[src/shared/fsg_pkg.sv]
// What this block does
// - Frame sync is master clock over 16*M*N*P.
// - Selector one: low seven bits load M.
// - Selector zero: bits six to three load N.
// - Selector zero: bits two to zero load P.
// - Top divider bit routes the write.
// - ADC code 011111 mutes the input path.
// - ADC codes up to 011100 step 1.5 dB.
// - ADC code 011101 gives 48 dB.
// - ADC code 011110 gives 54 dB.
// - DAC codes decode as attenuation, 011100 is -42 dB.
// - DAC code 011011 gives -40.5 dB.
package fsg_pkg;

	// Byte offsets of the words on the register bus.
	localparam logic [7:0] OFS_DIVIDER     = 8'h00;
	localparam logic [7:0] OFS_GAIN        = 8'h04;
	localparam logic [7:0] OFS_DIV_STATUS  = 8'h08;
	localparam logic [7:0] OFS_GAIN_STATUS = 8'h0c;

	// Field positions inside the divider byte.
	localparam int SEL_BIT = 7;
	localparam int M_MSB   = 6;
	localparam int N_MSB   = 6;
	localparam int N_LSB   = 3;
	localparam int P_MSB   = 2;

	// Field positions and subregister codes of the gain byte.
	localparam int         SUB_MSB  = 7;
	localparam int         SUB_LSB  = 6;
	localparam int         CODE_MSB = 5;
	localparam logic [1:0] SUB_ADC  = 2'h0;
	localparam logic [1:0] SUB_DAC  = 2'h1;

	// Fixed prescale in front of the three dividers.
	localparam int FS_PRESCALE = 16;

	// Width of the total divide ratio; the largest ratio is two to the eighteenth.
	localparam int DIV_W = 19;

	// Values after reset; an all-zero field means the largest divider.
	localparam logic [6:0]       RST_M_CODE  = 7'h00;
	localparam logic [3:0]       RST_N_CODE  = 4'h0;
	localparam logic [2:0]       RST_P_CODE  = 3'h0;
	localparam logic [5:0]       RST_GAIN    = 6'h00;
	localparam logic [DIV_W-1:0] RST_DIVISOR = 19'h40000;

	// Largest values that the all-zero field stands for.
	localparam logic [7:0] M_FULL = 8'h80;
	localparam logic [4:0] N_FULL = 5'h10;
	localparam logic [3:0] P_FULL = 4'h8;

	// Special gain codes; gains are counted in half decibels.
	localparam logic [5:0] CODE_LINEAR_MAX = 6'h1c;
	localparam logic [5:0] CODE_48DB       = 6'h1d;
	localparam logic [5:0] CODE_54DB       = 6'h1e;
	localparam logic [5:0] CODE_MUTE       = 6'h1f;
	localparam logic [7:0] GAIN_48DB_HDB   = 8'h60;
	localparam logic [7:0] GAIN_54DB_HDB   = 8'h6c;

	// AXI response codes.
	localparam logic [1:0] RESP_OKAY   = 2'h0;
	localparam logic [1:0] RESP_SLVERR = 2'h2;

endpackage
[src/logic/fsg_gain_decode.sv]
`timescale 1ns/1ps
// Turns a six-bit gain code into a signed gain in half decibels and a mute flag.
module fsg_gain_decode
#(
	parameter bit ATTEN = 1'b0
)
(
	input  wire logic        [5:0] code,
	output logic signed      [7:0] gain_hdb,
	output logic                   mute
);
	import fsg_pkg::*;

	// Magnitude before the sign for attenuation is applied.
	logic [7:0] mag;

	// Pure decode; the caller registers the result.
	always_comb
	begin
		mag  = 8'h00;
		mute = 1'b0;
		if (code[CODE_MSB])
		begin
			// Codes with the top bit set are undefined, so they mute rather than blast.
			mute = 1'b1;
		end
		else if (code <= CODE_LINEAR_MAX)
		begin
			// Three half decibels per step, done as code plus twice code.
			mag = {2'h0, code} + {1'h0, code, 1'h0};
		end
		else if (code == CODE_48DB)
		begin
			mag = GAIN_48DB_HDB;
		end
		else if (code == CODE_54DB)
		begin
			mag = GAIN_54DB_HDB;
		end
		else
		begin
			mute = 1'b1;
		end
		// The DAC path reads the same table as attenuation.
		gain_hdb = ATTEN ? -$signed(mag) : $signed(mag);
	end

endmodule

[src/logic/fsg_regs.sv]
`timescale 1ns/1ps
// Divider and gain control registers behind an AXI4-Lite slave.
module fsg_regs
(
	input  wire logic                      aclk,
	input  wire logic                      aresetn,
	input  wire logic               [7:0]  s_axi_awaddr,
	input  wire logic                      s_axi_awvalid,
	output logic                           s_axi_awready,
	input  wire logic               [31:0] s_axi_wdata,
	input  wire logic               [3:0]  s_axi_wstrb,
	input  wire logic                      s_axi_wvalid,
	output logic                           s_axi_wready,
	output logic                    [1:0]  s_axi_bresp,
	output logic                           s_axi_bvalid,
	input  wire logic                      s_axi_bready,
	input  wire logic               [7:0]  s_axi_araddr,
	input  wire logic                      s_axi_arvalid,
	output logic                           s_axi_arready,
	output logic                    [31:0] s_axi_rdata,
	output logic                    [1:0]  s_axi_rresp,
	output logic                           s_axi_rvalid,
	input  wire logic                      s_axi_rready,
	output logic                           frame_sync_rate,
	output logic                    [7:0]  divider_m,
	output logic                    [4:0]  divider_n,
	output logic                    [3:0]  divider_p,
	output logic signed             [7:0]  adc_gain_hdb,
	output logic                           adc_mute,
	output logic signed             [7:0]  dac_gain_hdb,
	output logic                           dac_mute
);
	import fsg_pkg::*;

	// Every flip-flop of the block lives in this one record.
	typedef struct packed {
		// Write address channel state.
		logic              awready;
		logic              have_aw;
		logic [7:0]        aw_addr;
		// Write data channel state.
		logic              wready;
		logic              have_w;
		logic [31:0]       wdata;
		logic [3:0]        wstrb;
		// Write response channel.
		logic              bvalid;
		logic [1:0]        bresp;
		// Read channels.
		logic              arready;
		logic              rvalid;
		logic [31:0]       rdata;
		logic [1:0]        rresp;
		// Divider register contents.
		logic              sel_last;
		logic [6:0]        m_code;
		logic [3:0]        n_code;
		logic [2:0]        p_code;
		// Gain register contents.
		logic [1:0]        sub_last;
		logic [5:0]        adc_code;
		logic [5:0]        dac_code;
		// Decoded divider values and the total ratio.
		logic [7:0]        m_val;
		logic [4:0]        n_val;
		logic [3:0]        p_val;
		logic [DIV_W-1:0]  divisor;
		// Frame sync counter and its pulse.
		logic [DIV_W-1:0]  count;
		logic              fs_pulse;
		// Registered gain decode results.
		logic [7:0]        adc_gain;
		logic              adc_mute;
		logic [7:0]        dac_gain;
		logic              dac_mute;
	} fsg_state_t;

	// Present state and its next value.
	fsg_state_t state_q;
	fsg_state_t state_d;

	// Codes for both gain channels, index zero is ADC, one is DAC.
	logic [5:0]        ch_code [2];
	// Decoded gain of each channel.
	logic signed [7:0] ch_gain [2];
	// Decoded mute of each channel.
	logic              ch_mute [2];

	// Full ratio before it is cut to the counter width.
	logic [31:0]       ratio_full;
	// Write strobe towards the register file, high for one cycle.
	logic              wr_fire;
	// Lane zero carries every writable register, so only it matters.
	logic [7:0]        wr_byte;

	assign ch_code[0] = state_q.adc_code;
	assign ch_code[1] = state_q.dac_code;

	// One decoder per channel; the DAC one negates the table.
	genvar ch;
	generate
		for (ch = 0; ch < 2; ch++)
		begin : g_gain
			fsg_gain_decode
			#(
				.ATTEN (ch == 1)
			)
			u_dec
			(
				.code     (ch_code[ch]),
				.gain_hdb (ch_gain[ch]),
				.mute     (ch_mute[ch])
			);
		end
	endgenerate

	// Read data for a given address; reserved bits read as zero.
	function automatic logic [32:0] read_word(input fsg_state_t s, input logic [7:0] addr);
		logic [32:0] r;
		r = 33'h000000000;
		case (addr)
			OFS_DIVIDER:
			begin
				// The word shows the field set that the last write aimed at.
				if (s.sel_last)
				begin
					r[7:0] = {1'b1, s.m_code};
				end
				else
				begin
					r[7:0] = {1'b0, s.n_code, s.p_code};
				end
			end
			OFS_GAIN:
			begin
				// The gain word shows the ADC or DAC subregister, whichever was last written.
				if (s.sub_last == SUB_DAC)
				begin
					r[7:0] = {SUB_DAC, s.dac_code};
				end
				else
				begin
					r[7:0] = {SUB_ADC, s.adc_code};
				end
			end
			OFS_DIV_STATUS:
			begin
				// Live ratio, so software can check the frame rate it will get.
				r[DIV_W-1:0] = s.divisor;
			end
			OFS_GAIN_STATUS:
			begin
				// Decoded gains and mutes as the analog side sees them.
				r[17:0] = {s.dac_mute, s.adc_mute, s.dac_gain, s.adc_gain};
			end
			default:
			begin
				// Unmapped address; the top bit flags the error.
				r[32] = 1'b1;
			end
		endcase
		return r;
	endfunction

	// Next-state logic for the bus slave, the registers and the divider.
	always_comb
	begin
		logic [32:0] rd;
		rd         = 33'h000000000;
		state_d    = state_q;
		wr_fire    = 1'b0;
		wr_byte    = state_q.wdata[7:0];
		ratio_full = 32'h00000000;

		// Capture the write address; the slave waits for the data in either order.
		if (s_axi_awvalid && state_q.awready)
		begin
			state_d.have_aw = 1'b1;
			state_d.aw_addr = s_axi_awaddr;
		end

		// Capture the write data with its strobes.
		if (s_axi_wvalid && state_q.wready)
		begin
			state_d.have_w = 1'b1;
			state_d.wdata  = s_axi_wdata;
			state_d.wstrb  = s_axi_wstrb;
		end

		// Retire a pending response before a new write is done.
		if (state_q.bvalid && s_axi_bready)
		begin
			state_d.bvalid = 1'b0;
		end

		// Both halves held and the response channel free: perform the write.
		if (state_q.have_aw && state_q.have_w && !state_q.bvalid)
		begin
			state_d.have_aw = 1'b0;
			state_d.have_w  = 1'b0;
			state_d.bvalid  = 1'b1;
			state_d.bresp   = RESP_OKAY;
			// A write with lane zero off changes nothing but is still answered.
			wr_fire = state_q.wstrb[0];
			case (state_q.aw_addr)
				OFS_DIVIDER, OFS_GAIN:
				begin
					state_d.bresp = RESP_OKAY;
				end
				OFS_DIV_STATUS, OFS_GAIN_STATUS:
				begin
					// Status words are read only; the write is dropped.
					wr_fire = 1'b0;
				end
				default:
				begin
					wr_fire       = 1'b0;
					state_d.bresp = RESP_SLVERR;
				end
			endcase
		end

		// Divider register write, steered by its top bit.
		if (wr_fire && state_q.aw_addr == OFS_DIVIDER)
		begin
			state_d.sel_last = wr_byte[SEL_BIT];
			if (wr_byte[SEL_BIT])
			begin
				state_d.m_code = wr_byte[M_MSB:0];
			end
			else
			begin
				state_d.n_code = wr_byte[N_MSB:N_LSB];
				state_d.p_code = wr_byte[P_MSB:0];
			end
		end

		// Gain register write, steered by its two top bits.
		if (wr_fire && state_q.aw_addr == OFS_GAIN)
		begin
			case (wr_byte[SUB_MSB:SUB_LSB])
				SUB_ADC:
				begin
					state_d.adc_code = wr_byte[CODE_MSB:0];
					state_d.sub_last = SUB_ADC;
				end
				SUB_DAC:
				begin
					state_d.dac_code = wr_byte[CODE_MSB:0];
					state_d.sub_last = SUB_DAC;
				end
				default:
				begin
					// Other subregisters live elsewhere; the write is ignored here.
					state_d.sub_last = state_q.sub_last;
				end
			endcase
		end

		// Read request: answer on the next edge.
		if (s_axi_arvalid && state_q.arready)
		begin
			rd             = read_word(state_q, s_axi_araddr);
			state_d.rvalid = 1'b1;
			state_d.rdata  = rd[31:0];
			state_d.rresp  = rd[32] ? RESP_SLVERR : RESP_OKAY;
		end
		else if (state_q.rvalid && s_axi_rready)
		begin
			state_d.rvalid = 1'b0;
		end

		// Readies follow the holding state, one transfer at a time per channel.
		state_d.awready = !state_d.have_aw;
		state_d.wready  = !state_d.have_w;
		state_d.arready = !state_d.rvalid;

		// An all-zero field stands for the largest divider.
		state_d.m_val = (state_q.m_code == 7'h00) ? M_FULL : {1'b0, state_q.m_code};
		state_d.n_val = (state_q.n_code == 4'h0) ? N_FULL : {1'b0, state_q.n_code};
		state_d.p_val = (state_q.p_code == 3'h0) ? P_FULL : {1'b0, state_q.p_code};

		// Product of prescale and the three dividers; it always fits the counter.
		ratio_full = 32'(FS_PRESCALE) * 32'(state_q.m_val) * 32'(state_q.n_val) * 32'(state_q.p_val);
		state_d.divisor = ratio_full[DIV_W-1:0];

		// Free-running counter; a shrunk ratio wraps at once instead of running long.
		if (state_q.count >= state_q.divisor - 19'h00001)
		begin
			state_d.count    = '0;
			state_d.fs_pulse = 1'b1;
		end
		else
		begin
			state_d.count    = state_q.count + 19'h00001;
			state_d.fs_pulse = 1'b0;
		end

		// Register the gain decode so the outputs are glitch free.
		state_d.adc_gain = ch_gain[0];
		state_d.adc_mute = ch_mute[0];
		state_d.dac_gain = ch_gain[1];
		state_d.dac_mute = ch_mute[1];
	end

	// Single register stage for the whole record, synchronous reset.
	always_ff @(posedge aclk)
	begin
		if (!aresetn)
		begin
			state_q          <= '0;
			state_q.m_code   <= RST_M_CODE;
			state_q.n_code   <= RST_N_CODE;
			state_q.p_code   <= RST_P_CODE;
			state_q.adc_code <= RST_GAIN;
			state_q.dac_code <= RST_GAIN;
			state_q.m_val    <= M_FULL;
			state_q.n_val    <= N_FULL;
			state_q.p_val    <= P_FULL;
			state_q.divisor  <= RST_DIVISOR;
		end
		else
		begin
			state_q <= state_d;
		end
	end

	// Ports come straight from the record.
	assign s_axi_awready   = state_q.awready;
	assign s_axi_wready    = state_q.wready;
	assign s_axi_bvalid    = state_q.bvalid;
	assign s_axi_bresp     = state_q.bresp;
	assign s_axi_arready   = state_q.arready;
	assign s_axi_rvalid    = state_q.rvalid;
	assign s_axi_rdata     = state_q.rdata;
	assign s_axi_rresp     = state_q.rresp;
	assign frame_sync_rate = state_q.fs_pulse;
	assign divider_m       = state_q.m_val;
	assign divider_n       = state_q.n_val;
	assign divider_p       = state_q.p_val;
	assign adc_gain_hdb    = state_q.adc_gain;
	assign adc_mute        = state_q.adc_mute;
	assign dac_gain_hdb    = state_q.dac_gain;
	assign dac_mute        = state_q.dac_mute;

endmodule

[config.mk]
export PLATFORM = sky130hd
export DESIGN_NAME = fsg_regs
export DESIGN_NICKNAME = d
export VERILOG_FILES = /design/src/shared/fsg_pkg.sv /design/src/logic/fsg_gain_decode.sv /design/src/logic/fsg_regs.sv
export SDC_FILE = /design/constraint.sdc
export NUM_CORES = 1
export LEC_CHECK = 0
export BUFFER_PORTS_ARGS = -buffer_cell sky130_fd_sc_hd__buf_2
export CAP_MARGIN = 20
export CORE_AREA = 2 2 139 141
export DETAILED_ROUTE_END_ITERATION = 7
export DIE_AREA = 0 0 141 143
export PLACE_DENSITY = 0.76
export RECOVER_POWER = 100
export SYNTH_ARGS = -nofsm -noshare
export SYNTH_HDL_FRONTEND = slang
export SYNTH_SLANG_ARGS = --single-unit
[constraint.sdc]
create_clock -name aclk -period 5.4 [get_ports aclk]
set_input_delay 0.27 -clock aclk [delete_from_list [all_inputs] [get_ports aclk]]
set_output_delay 0.27 -clock aclk [all_outputs]
set_load 0.1 [all_outputs]
# Word level (Yosys, flattened, before mapping)
# Index checks and enable logic that the tools add are counted.
dict set report op_classes {
  n_addsub 5
  mul 2
  div_mod_pow 0
  n_lt_le_gt_ge 3
  n_eq_ne 12
  n_shift 0
  muxes 39
  bitwise_logic 2
  reduce_logical 34
}
# cell n
set ops {}
lappend ops {{$mux W8} 7}
lappend ops {{$mux W37} 1}
lappend ops {{$eq A8 B4 Y1 const B} 4}
lappend ops {{$pmux W8 S4} 1}
lappend ops {{$eq A6 B5 Y1 const B} 4}
lappend ops {{$mux W7} 3}
lappend ops {{$pmux W10 S2} 1}
lappend ops {{$add A19 B1 Y19 const B} 1}
lappend ops {{$ge A19 B19 Y1} 1}
lappend ops {{$mux W1} 19}
lappend ops {{$sub A19 B1 Y19 const B} 1}
lappend ops {{$add A6 B7 Y8} 2}
lappend ops {{$eq A8 B3 Y1 const B} 2}
lappend ops {{$logic_not A8 Y1} 2}
lappend ops {{$mul A13 B4 Y15} 1}
lappend ops {{$mul A8 B5 Y13} 1}
lappend ops {{$le A6 B5 Y1 const B} 2}
lappend ops {{$reduce_or A2 Y1} 6}
lappend ops {{$reduce_and A2 Y1} 5}
lappend ops {{$logic_and A1 B1 Y1} 9}
lappend ops {{$mux W9} 1}
lappend ops {{$neg A8 Y8} 1}
lappend ops {{$reduce_or A4 Y1} 2}
lappend ops {{$logic_not A7 Y1} 1}
lappend ops {{12 further kinds} 19}
dict set report word_totals {
  reg_bits 177
  latchBits 0
  ramBits 0
  rom_bits 0
  in_bits 59
  n_memories 0
}

# Logic depth before layout (Yosys ltp)
# Gate-level depths: netlist (run 1).
dict set report depth {
  depth_word 6
  mapped_depth 26
  mapped_depth_nobuf 26
}

# Cells and area by module
# Synthesis (run 1) repeated with hierarchy kept, for this count alone.
dict set report hier_totals {
  cells_unflattened 1097
  area_unflattened_um2 9873.2
}
# mod n_inst cells_per_inst area_per_inst_um2
set by_module_without_submodules {}
lappend by_module_without_submodules {fsg_regs 1 984 9002.4}
lappend by_module_without_submodules {{fsg_gain_decode at g_gain[1].u_dec} 1 65 486.7}
lappend by_module_without_submodules {{fsg_gain_decode at g_gain[0].u_dec} 1 48 384.1}

# Least setup slack after synthesis (run 1)
# Ideal clock, no wire load.
dict set report synth_timing {
  path_kind {register -> register}
  start {reg state_q (netlist bit divider_n[4])}
  end {reg state_q[56] (netlist bit)}
  setup_time_ns 0.061
  arrival_time_ns 5.739
  path_slack_ns -0.400
  stages_incl_launch_ff 25
  path_buffers 0
  synth_period_minus_slack_ns 5.800
  path_cell_list {dfxtp_1 nand2_1 fa_1 fa_1 fa_1 inv_1 ha_1 a211oi_1 o21bai_1 a21oi_1 o21bai_1 a21oi_1 xnor2_1 and2_1 fa_1 inv_1 fa_1 inv_1 ha_1 a21o_1 a41oi_1 o21bai_1 a21oi_1 xnor3_1 nand2_1}
}
dict set report synth_via {
  elab_chain_len 2
}
# element line_no
set synth_rtl {}
lappend synth_rtl {{from (decl)} fsg_regs.sv:79} ;# fsg_state_t state_q;
lappend synth_rtl {{from (signal assigned)} fsg_regs.sv:324} ;# state_q <= state_d;
lappend synth_rtl {{$mul A8 B5 Y13} fsg_regs.sv:284} ;# ratio_full = 32'(FS_PRESCALE) * 32'(state_q.m_val) * 32'(state_q.n_val) * 32'(state_q.p_val);
lappend synth_rtl {{$mul A13 B4 Y15} fsg_regs.sv:284}
# No other way between the ends.
# A chain may end at the register's enable or synchronous reset.

# Final worst setup path (run 1)
dict set report layout_timing {
  start {reg state_q (netlist bit divider_n[2])}
  end {reg state_q[54] (netlist bit)}
}
# The elaborated chain is that of the path after synthesis.

==> results of run 1 <==
==> worst paths after layout <==
path	slack [ns]	endpoint	startpoint	cells after the start
worst min register to register	0.46	state_q[184]	state_q[184]	2
worst max-delay path	-0.21	state_q[54]	divider_n[2]	26
worst max register to register	-0.21	state_q[54]	divider_n[2]	26
worst min-delay path	0.09	state_q[56]	aresetn	2
==> final cells by class <==
type	instances	area (µm²)	share of cell area, %
inverter	76	285	2.55
sequential	143	2880	25.7
clock inverter	13	164	1.46
tap	234	293	2.62
clock buffer	18	439	3.92
multi-input combinational	780	6260	55.9
timing repair buffer	157	875	7.81
==> registers in the layout, summed over array words and instances, names as in the netlist <==
name	cells
s_axi_bresp	1
s_axi_bvalid	1
dac_gain_hdb	8
frame_sync_rate	1
divider_p	4
s_axi_rdata	19
s_axi_rvalid	1
s_axi_awready	1
s_axi_wready	1
divider_m	8
adc_gain_hdb	8
divider_n	5
state_q	69
s_axi_rresp	1
s_axi_arready	1
adc_mute	1
dac_mute	1
ch_code	12
==> per-stage QoR <==
step / std cells / utilization [%]
floorplan: 1100 / -
global route: 1421 / 60.2
finish: 1421 / 60.2
CTS: 1419 / 59.9
detailed placement: 1385 / 56.2
global placement: 1385 / 56.2
==> metal layers <==
layer,part of all wire (%),vias up
li1,-,3721
met1,45,3492
met2,49,148
met3,3.4,45
met4,2.3,0
met5,0,-
==> Yosys cell counts, types with 30 or more instances <==
master / n
fa_1: 42
nor2_1: 57
buf_4: 69
mux2i_1: 33
nand2_1: 101
inv_1: 76
dfxtp_1: 143
clkbuf_1: 32
and2_1: 97
ha_1: 76
nor2b_1: 38
a21oi_1: 34
xnor2_1: 30
==> worst register-to-register path, stage by stage (launching register included) <==
cell and delay (ns):
dfxtp_4 0.36, and2_4 0.14, fa_1 0.49, fa_1 0.51, inv_2 0.04, fa_1 0.54, inv_2 0.04, ha_4 0.27
o21ai_2 0.05, o21bai_1 0.16, a21oi_2 0.09, o21bai_1 0.16, a21oi_2 0.09, xnor2_2 0.16, and2_4 0.17, fa_1 0.49
inv_2 0.04, fa_1 0.51, inv_2 0.05, ha_4 0.28, buf_6 0.09, a41oi_2 0.12, buf_4 0.15, buf_4 0.11
buf_4 0.12, xnor2_1 0.11, and2_1 0.15
==> power groups by stage <==
| stage | logic [mW] | registers, mW | clock network [mW] |
|---|---|---|---|
| final | 0.189 | 1.09 | 1.18 |
| after global routing | 0.200 | 1.09 | 1.25 |
| after CTS | 0.189 | 1.09 | 1.20 |
| after detailed placement | 0.189 | 1.11 | 0 |
| after global placement | 0.187 | 1.11 | 0 |
| after floorplan | 0.158 | 1.13 | 0 |
==> repair_timing <==
action | CTS | global route
setup endpoints to repair | 3 | 7
resized for setup | 17 | 39
hold buffers | 0 | 0
setup buffers | 3 | 4
pin swaps | 7 | 37
==> kinds of logic (layout without fill, tap and decap cells) <==
family                   count (synthesis)  in the layout  synth area share, %
AO/OA/AOI/OAI                          154            154                 10.6
XOR/XNOR                                60             60                 5.55
adder cells (fa/ha/maj)                118            118                 18.4
buffers and inverters                  177            264                 9.50
flip-flops                             143            143                 29.5
multiplexers                            41             41                 4.56
other                                    1             15               0.0386
AND/OR/NAND/NOR                        392            392                 21.8
==> impl_metrics.yaml, run 1 <==
run_status:
  status: "complete, but fails checks"
  failed_checks: "capacitance limit, slew limit, setup timing"
clock_tree:
  cts_inserted_buffers: 17
  cts_root_buf: "clkbuf_16"
  clock_sink_count: 143
  clock_path_buffers: 2
  tritoncts: "done"
  clock_latency_ns: 0.42
  htreeDepth: 4
  clk_pin_slew_ns: 0.06
pwr:
  p_seq_share_pct: 44.2
  p_leak_nw: 5.03
  ir_drop_uv: 236
  p_total_mw: 2.46
  p_clk_share_pct: 48.1
  power.internal_mw: 1.85
  powerDensity_nw_per_um2: 220
  switchingPower_mw: 0.617
  power_frac_comb_pct: 7.7
  p_sw_share_pct: 25.0
routing:
  via_per_inst: 5.21
  dr.pass1.iters: 5
  route.detailed.drc: 0
  wire_per_inst_um: 14.5
  drt_wl_total_um: 20600
  drt_iter0_markers: 427
  ant_nets: 0
  num_vias: 7406
global_route:
  use_met2_pct: 36.6
  grt_first_pass_wirelength_um: 34200
  antenna_found_initial: 0
  grt_start_max_net_pins: 114
  grt_use_total_pct: 20.8
  grt_util_met1_pct: 25.8
  grt_overflow: 0
  met3_usage_pct: 3.92
  first_global_vias: 7302
  busiest_layer: "met2"
floorplan:
  placementRows: 50
  die_area_um2: 20200
  start_util_pct: 52.3
  die_h_um: 143
  ios: 136
  die_w_um: 141
  core_um2: 18600
synth:
  netlist_instances: 1086
  synth_area_leaders: "dfxtp_1 29%, ha_1 9.8%, fa_1 8.7%"
  avgSynthCellArea_um2: 8.95
  synth_seq_area_share_pct: 29.5
  ys_types: 54
  yosysTopAreaCell: "dfxtp_1"
  synth_flop_cell: "dfxtp_1"
  synth-edff-count: 0
  synth_area_um2: 9720
  synthArstFlopShare_pct: 0
  synth-warning-count: 0
  synth_top_area_share_pct: 29.5
  ys_ff_latch: 143
sta:
  setup_viol: 3
  period_minus_slack_ns: 5.61
  hold_viol: 0
  finalMaxSlewViolations: 114
  worst_pin_slew_ns: 3.72
  finalWorstSetupSlack_ns: -0.206
  final.period_utilization_pct: 104
  tns_ns: -0.559
  fmax_ghz: 0.178
  max-slew-margin-rel_pct: -148
  hold_slack_ns: 0.0863
  rsz0062_at_grt: "yes"
  skew_ns: 0.0103
setup_path:
  cp_max_fo: 7
  crit_type: "flip-flop to flip-flop"
  cp_common_cell: "fa_1"
  slowest_stage: "fa_1"
  critPathTopFamily: "adder cells"
  required_ns: 5.71
  crit_buf_inv: 8
  crit_arrival_ns: 5.92
  cp-end-kind: "flip-flop"
  critPathMaxStageDelay_ns: 0.54
  start_kind: "flip-flop"
finish:
  mostFrequentLayoutCell: "dfxtp_1"
  areaGrowthSynthToFinish_pct: 15.2
  final_cell_mix: "135 x dfxtp_1, 99 x nand2_1, 75 x and2_1"
  nFillCells: 1582
  drive_gt1_share_pct: 16.8
  fin_area_um2: 11200
  nets: 1352
  diodes: 0
placed_design:
  gp_congestion: 0.887
  placed_area_um2: 10400
  hpwl_um: 15600
  pre_cts_slack_ns: -0.288
  io_buffers: 93
job:
  max_cap_viol_count: 1
hold_path:
  hold_class: "input port to flip-flop"
Note: power is estimated with default switching activity, not from simulation.
==> run 2, diff against run 1 <==
--- a/config.mk
+++ b/config.mk
@@ -5,11 +5,12 @@
 export SDC_FILE = /design/constraint.sdc
 export NUM_CORES = 1
 export LEC_CHECK = 0
-export BUFFER_PORTS_ARGS = -buffer_cell sky130_fd_sc_hd__buf_2
 export CAP_MARGIN = 20
-export CORE_AREA = 2 2 139 141
+export CORE_AREA = 2 2 132 134
 export DETAILED_ROUTE_END_ITERATION = 7
-export DIE_AREA = 0 0 141 143
+export DIE_AREA = 0 0 134 136
+export DONT_BUFFER_PORTS = 1
+export GPL_TIMING_DRIVEN = 0
 export PLACE_DENSITY = 0.76
 export RECOVER_POWER = 100
 export SYNTH_ARGS = -nofsm -noshare
==> impl_metrics.yaml, run 2 (same netlist as run 1, synthesis figures left out) <==
floorplan:
  die_area_um2: 18200
  start_util_pct: 57.6
  die_w_um: 134
  core_um2: 16900
  die_h_um: 136
  placementRows: 48
  ios: 136
routing:
  dr.max_layer_used: "met4"
  num_vias: 7509
  drt_iter0_markers: 452
  dr_wl_met3_um: 927
  wire_per_inst_um: 16.2
  drt-met1-wl_um: 9770
  wl_met2_um: 11300
  via_per_inst: 5.37
  ant_nets: 0
  route.detailed.drc: 0
  dr.pass1.iters: 5
  drt_wl_total_um: 22600
placed_design:
  pre_cts_slack_ns: -0.544
  gp_congestion: 0.900
  placed_area_um2: 10200
  hpwl_um: 16600
  placedCellCount: 1325
  io_buffers: 0
global_route:
  grt_start_max_net_pins: 17
  antenna_found_initial: 0
  first_global_vias: 7445
  grt_use_total_pct: 25.7
  grt_overflow: 0
  grt_first_pass_wirelength_um: 37000
finish:
  seqCellArea_um2: 2890
  largest_register_ffs: 69
  nFillCells: 1379
  fin_area_um2: 11200
  multi_input_area_um2: 6280
  top_register: "state_q"
  nets: 1339
  drive_gt1_share_pct: 13.3
  mostFrequentLayoutCell: "dfxtp_1"
  final_cell_mix: "134 x dfxtp_1, 98 x nand2_1, 85 x clkbuf_1"
  areaGrowthSynthToFinish_pct: 14.8
  finalNonFillerCells: 1399
  diodes: 0
clock_tree:
  clock_latency_ns: 0.43
  htreeDepth: 4
  cts_inserted_buffers: 17
  tritoncts: "done"
  clk_pin_slew_ns: 0.06
  clock_sink_count: 143
  clock_path_buffers: 2
  cts_root_buf: "clkbuf_16"
sta:
  setup_viol: 4
  skew_ns: 0.00815
  max-slew-margin-rel_pct: 17.3
  finalWorstSetupSlack_ns: -0.437
  finalMaxSlewViolations: 0
  tns_ns: -0.891
  period_minus_slack_ns: 5.84
  final.period_utilization_pct: 108
  rsz0062_at_grt: "yes"
  worst_pin_slew_ns: 1.25
  hold_viol: 0
  fmax_ghz: 0.171
pwr:
  power_frac_comb_pct: 7.3
  power.internal_mw: 1.86
  p_seq_share_pct: 44.1
  switchingPower_mw: 0.639
  p_clk_share_pct: 48.6
  p_leak_nw: 4.92
  powerDensity_nw_per_um2: 224
  p_sw_share_pct: 25.5
  ir_drop_uv: 242
setup_path:
  slowest_stage: "fa_1"
  cp_common_cell: "fa_1"
  start_kind: "flip-flop"
  cp_cell_sequence: "and2_4 -> fa_1 -> fa_1 -> inv_1 -> fa_1 -> inv_2 -> ha_4 -> nand2_2 -> or4_4 -> a31oi_4 -> o21a_1 -> nor2_2 -> and2_4 -> fa_1 -> inv_2 -> fa_1 -> inv_2 -> ha_4 -> inv_1 -> o21bai_1 -> a21oi_1 -> xnor3_1 -> nand2_1"
  cp_max_fo: 8
  crit_arrival_ns: 6.10
  crit_type: "flip-flop to flip-flop"
  cp-end-kind: "flip-flop"
  critPathMaxStageDelay_ns: 0.56
  required_ns: 5.66
job:
  max_cap_viol_count: 0
hold_path:
  hold_class: "input port to flip-flop"
run_status:
  failed_checks: "setup timing"
  status: "complete, but fails checks"
run 2: cell count changes in the layout (fill, tap and decap cells not counted), sizes merged:
cell	change
buf	-48
clkbuf	+21
clkinv	+2
clkinvlp	-3
dlygate4sd3	+15
run 2: power by group through the flow:
stage / Sequential (mW) / Combinational (mW) / Clock [mW]
3_3_place_gp: 1.13 / 0.177 / 0
3_5_place_dp: 1.13 / 0.178 / 0
6_report: 1.10 / 0.183 / 1.22
2_1_floorplan: 1.13 / 0.158 / 0
4_1_cts: 1.10 / 0.187 / 1.23
5_1_grt: 1.10 / 0.194 / 1.27
run 2: area by class of cell:
class	instances	share of cell area [%]
Buffer	101	3.94
Sequential cell	143	25.9
Multi-Input combinational cell	780	56.3
Clock inverter	12	1.42
Tap cell	225	2.52
Timing Repair Buffer	43	3.33
Clock buffer	19	4.06
Inverter	76	2.56
run 2: worst max-delay path, delay by kind of cell (launching register included):
family	cells	cell delay (ns)
fa+ha+maj	7	3.10
xor+xnor	1	0.28
flops	1	0.38
compound gates	4	0.65
simple gates	6	1.02
buf+inv	5	0.23
run 2: path summary, 6_finish.rpt:
kind	end	depth (start not counted)	start	slack (ns)
worst max-delay path	state_q[56]	23	divider_n[2]	-0.44
worst min-delay path	state_q[183]	2	s_axi_awaddr[3]	0.02
worst max register to register	state_q[56]	23	divider_n[2]	-0.44
worst min register to register	state_q[187]	2	state_q[187]	0.46
run 2: layer usage:
metal  up-vias  GRT usage [%]
li1       3713              -
met1      3586           31.6
met2       157           45.4
met3        53           4.33
met4         0           9.34
met5         -              0
run 2: metrics by stage:
| stage | hold slack, ns | total power [mW] | util (%) |
|---|---|---|---|
| final | 0.0151 | 2.50 | 66.1 |
| after floorplan | 0.415 | 1.28 | - |
| after global routing | 0.0226 | 2.57 | 66.1 |
| after CTS | 0.00611 | 2.52 | 66.5 |
| after global placement | 0.423 | 1.31 | 60.2 |
| after detailed placement | 0.428 | 1.31 | 60.2 |
run 2: timing repair:
item	CTS	global route
endpoints found under the setup margin	5	8
gates resized for setup	41	33
hold buffers	15	0
pin swaps	48	29
hold endpoints to repair	15	0
setup buffers	20	8
==> run 3, diff against run 2 <==
--- a/config.mk
+++ b/config.mk
@@ -6,13 +6,14 @@
 export NUM_CORES = 1
 export LEC_CHECK = 0
 export CAP_MARGIN = 20
-export CORE_AREA = 2 2 132 134
+export CORE_AREA = 2 2 133 135
 export DETAILED_ROUTE_END_ITERATION = 7
-export DIE_AREA = 0 0 134 136
+export DIE_AREA = 0 0 135 137
 export DONT_BUFFER_PORTS = 1
 export GPL_TIMING_DRIVEN = 0
-export PLACE_DENSITY = 0.76
+export PLACE_DENSITY = 0.77
 export RECOVER_POWER = 100
 export SYNTH_ARGS = -nofsm -noshare
 export SYNTH_HDL_FRONTEND = slang
+export SYNTH_HIERARCHICAL = 1
 export SYNTH_SLANG_ARGS = --single-unit
==> impl_metrics.yaml, run 3 <==
sta:
  setup_viol: 4
  rsz0062_at_grt: "yes"
  period_minus_slack_ns: 5.70
  worst_pin_slew_ns: 1.20
  finalMaxSlewViolations: 0
  tns_ns: -0.656
  max-slew-margin-rel_pct: 20.2
  hold_viol: 0
  final.period_utilization_pct: 106
  skew_ns: 0.0110
  finalWorstSetupSlack_ns: -0.304
  fmax_ghz: 0.175
synth:
  netlist_instances: 1097
  synth_seq_area_share_pct: 29.0
  ys_ff_latch: 143
  synth_area_um2: 9870
  synth.most_common_cell: "dfxtp_1"
  synth-edff-count: 0
  synth-simple-area-share_pct: 22.4
  synth_flop_cell: "dfxtp_1"
  synthArstFlopShare_pct: 0
  synth_top_family_by_area: "simple AND/OR/NAND/NOR gates"
  ys_types: 70
  synth_xor_area_share_pct: 5.27
  synth_fa_ha_area_share_pct: 18.1
  synth_compound_area_share_pct: 10.5
  synth_commonest_cells: "143 x dfxtp_1, 103 x and2_1, 93 x nand2_1"
  synth_top_area_share_pct: 29.0
  synth-warning-count: 6
  yosysTopAreaCell: "dfxtp_1"
  synthMuxAreaShare_pct: 5.22
  avgSynthCellArea_um2: 9.00
  synth_area_leaders: "dfxtp_1 29%, ha_1 9.6%, fa_1 8.5%"
finish:
  mostFrequentLayoutCell: "dfxtp_1"
  post-route-util_pct: 66.5
  drive_gt1_share_pct: 16.0
  areaGrowthSynthToFinish_pct: 14.8
  final_cell_mix: "134 x dfxtp_1, 92 x and2_1, 89 x nand2_1"
  top_register: "state_q"
  diodes: 0
  nets: 1344
  largest_register_ffs: 69
setup_path:
  r2r_end: "state_q[56]"
  crit_arrival_ns: 6.07
  required_ns: 5.77
  reg2reg_depth: 24
  rr_startpoint: "divider_n[2]"
  crit_start: "divider_n[2]"
  rrSetupSlack_ns: -0.30
  cp_max_fo: 8
  crit_type: "flip-flop to flip-flop"
  crit_buf_inv: 5
  cp-endpoint: "state_q[56]"
  critPathTopFamily: "adder cells"
  cp-end-kind: "flip-flop"
  start_kind: "flip-flop"
  worstSetupPathDepth: 24
  slowest_stage: "fa_1"
  cp_cell_sequence: "and2_4 -> fa_1 -> fa_1 -> inv_2 -> fa_1 -> inv_2 -> ha_4 -> clkbuf_8 -> nand2_2 -> or4_4 -> a31oi_4 -> o21a_1 -> nor2_2 -> and2_4 -> fa_1 -> inv_2 -> fa_1 -> inv_2 -> ha_4 -> or3_4 -> o21ai_2 -> a31o_2 -> xnor3_1 -> nand2_1"
  cp_common_cell: "fa_1"
  critPathMaxStageDelay_ns: 0.54
clock_tree:
  clock_path_buffers: 2
  cts_inserted_buffers: 17
  cts_root_buf: "clkbuf_16"
  clk_pin_slew_ns: 0.07
  tritoncts: "done"
  htreeDepth: 4
  clock_sink_count: 143
  clock_latency_ns: 0.43
global_route:
  use_met2_pct: 45.1
  grt_util_met1_pct: 31.2
  grt_use_total_pct: 25.8
  first_global_vias: 7646
  grt_overflow: 0
  met3_usage_pct: 5.00
  grt_start_max_net_pins: 17
  antenna_found_initial: 0
  busiest_layer: "met2"
  grt_first_pass_wirelength_um: 37600
floorplan:
  core_um2: 17100
  die_w_um: 135
  die_area_um2: 18500
  die_h_um: 137
  placementRows: 48
  start_util_pct: 57.9
  ios: 136
routing:
  ant_nets: 0
  drt_iter0_markers: 360
  drt_wl_total_um: 23400
  dr.pass1.iters: 5
  route.detailed.drc: 0
  wire_per_inst_um: 16.7
  via_per_inst: 5.47
  num_vias: 7681
pwr:
  power_frac_comb_pct: 7.7
  p_sw_share_pct: 28.9
  p_seq_share_pct: 45.4
  switchingPower_mw: 0.701
  p_total_mw: 2.43
  power.internal_mw: 1.73
  powerDensity_nw_per_um2: 214
  p_leak_nw: 5.06
  ir_drop_uv: 269
  p_clk_share_pct: 46.9
job:
  max_cap_viol_count: 0
placed_design:
  gp_congestion: 0.900
  io_buffers: 0
  hpwl_um: 16700
  pre_cts_slack_ns: -0.476
run_status:
  status: "complete, but fails checks"
  failed_checks: "setup timing"
hold_path:
  hold_depth: 2
  hp-start: "s_axi_bready"
  hold_class: "input port to flip-flop"
-- run 3: changes by cell type in the layout (fill, tap and decap cells not counted), moves of 4 or more --
| cell | before | now |
|---|---|---|
| o21bai_1 | 7 | 3 |
| o21ai_0 | 22 | 9 |
| mux2_2 | 6 | 10 |
| nor2_1 | 58 | 66 |
| a22oi_1 | 5 | 10 |
| and2_0 | 22 | 0 |
| inv_8 | 0 | 6 |
| and2_1 | 66 | 92 |
| nand2_1 | 98 | 89 |
| clkbuf_1 | 85 | 71 |
| buf_4 | 41 | 48 |
| o21ai_1 | 2 | 6 |
| nor3_1 | 7 | 11 |
-- run 3: power groups by stage --
| stage | clock network [mW] | logic, mW | registers, mW |
|---|---|---|---|
| after floorplan | 0 | 0.158 | 1.12 |
| after global placement | 0 | 0.177 | 1.13 |
| after detailed placement | 0 | 0.179 | 1.13 |
| after CTS | 1.15 | 0.189 | 1.10 |
| after global routing | 1.19 | 0.198 | 1.10 |
| final | 1.14 | 0.187 | 1.10 |
-- run 3: cells by family (layout without fill, tap and decap cells) --
logic type      count (synthesis)  in the layout
compound gates                147            147
xor+xnor                       57             57
fa+ha+maj                     118            118
buf+inv                       179            248
flops                         143            143
mux                            46             46
other cells                     1             15
simple gates                  406            406
-- run 3: timing repair --
| item | CTS | global route |
|---|---|---|
| hold buffers | 17 | 0 |
| gates resized for setup | 33 | 44 |
| pin swaps | 32 | 31 |
| setup buffers | 15 | 5 |
| hold endpoints to repair | 17 | 0 |
| setup endpoints to repair | 6 | 6 |
-- run 3: how the worst min path moves through the flow --
stage                    to
2_1_floorplan  state_q[142]
3_3_place_gp   state_q[151]
3_5_place_dp   state_q[149]
4_1_cts        s_axi_bvalid
5_1_grt        s_axi_bvalid
6_report       s_axi_bvalid
-- run 3: through the flow --
stage | std cells | cell area, µm² | hold slack, ns
floorplan | 1111 | 10000 | 0.415
global placement | 1336 | 10300 | 0.419
detailed placement | 1336 | 10300 | 0.425
CTS | 1400 | 11300 | 0.0220
global route | 1405 | 11300 | 0.0267
finish | 1405 | 11300 | 0.0294
-- run 3: routing by layer --
layer | wire [µm] | share of wire (%)
met1 | 9910 | 42
met2 | 11700 | 50
met3 | 1010 | 4.3
met4 | 742 | 3.2
met5 | 0 | 0
-- run 3: final cells by class --
| class | count | area (µm²) |
|---|---|---|
| Tap cell | 225 | 282 |
| Inverter | 77 | 289 |
| Buffer | 102 | 505 |
| Timing Repair Buffer | 37 | 315 |
| Clock buffer | 17 | 425 |
| Multi-Input combinational cell | 789 | 6480 |
| Sequential cell | 143 | 2900 |
| Clock inverter | 15 | 143 |
| Fill cell | 1383 | 5720 |
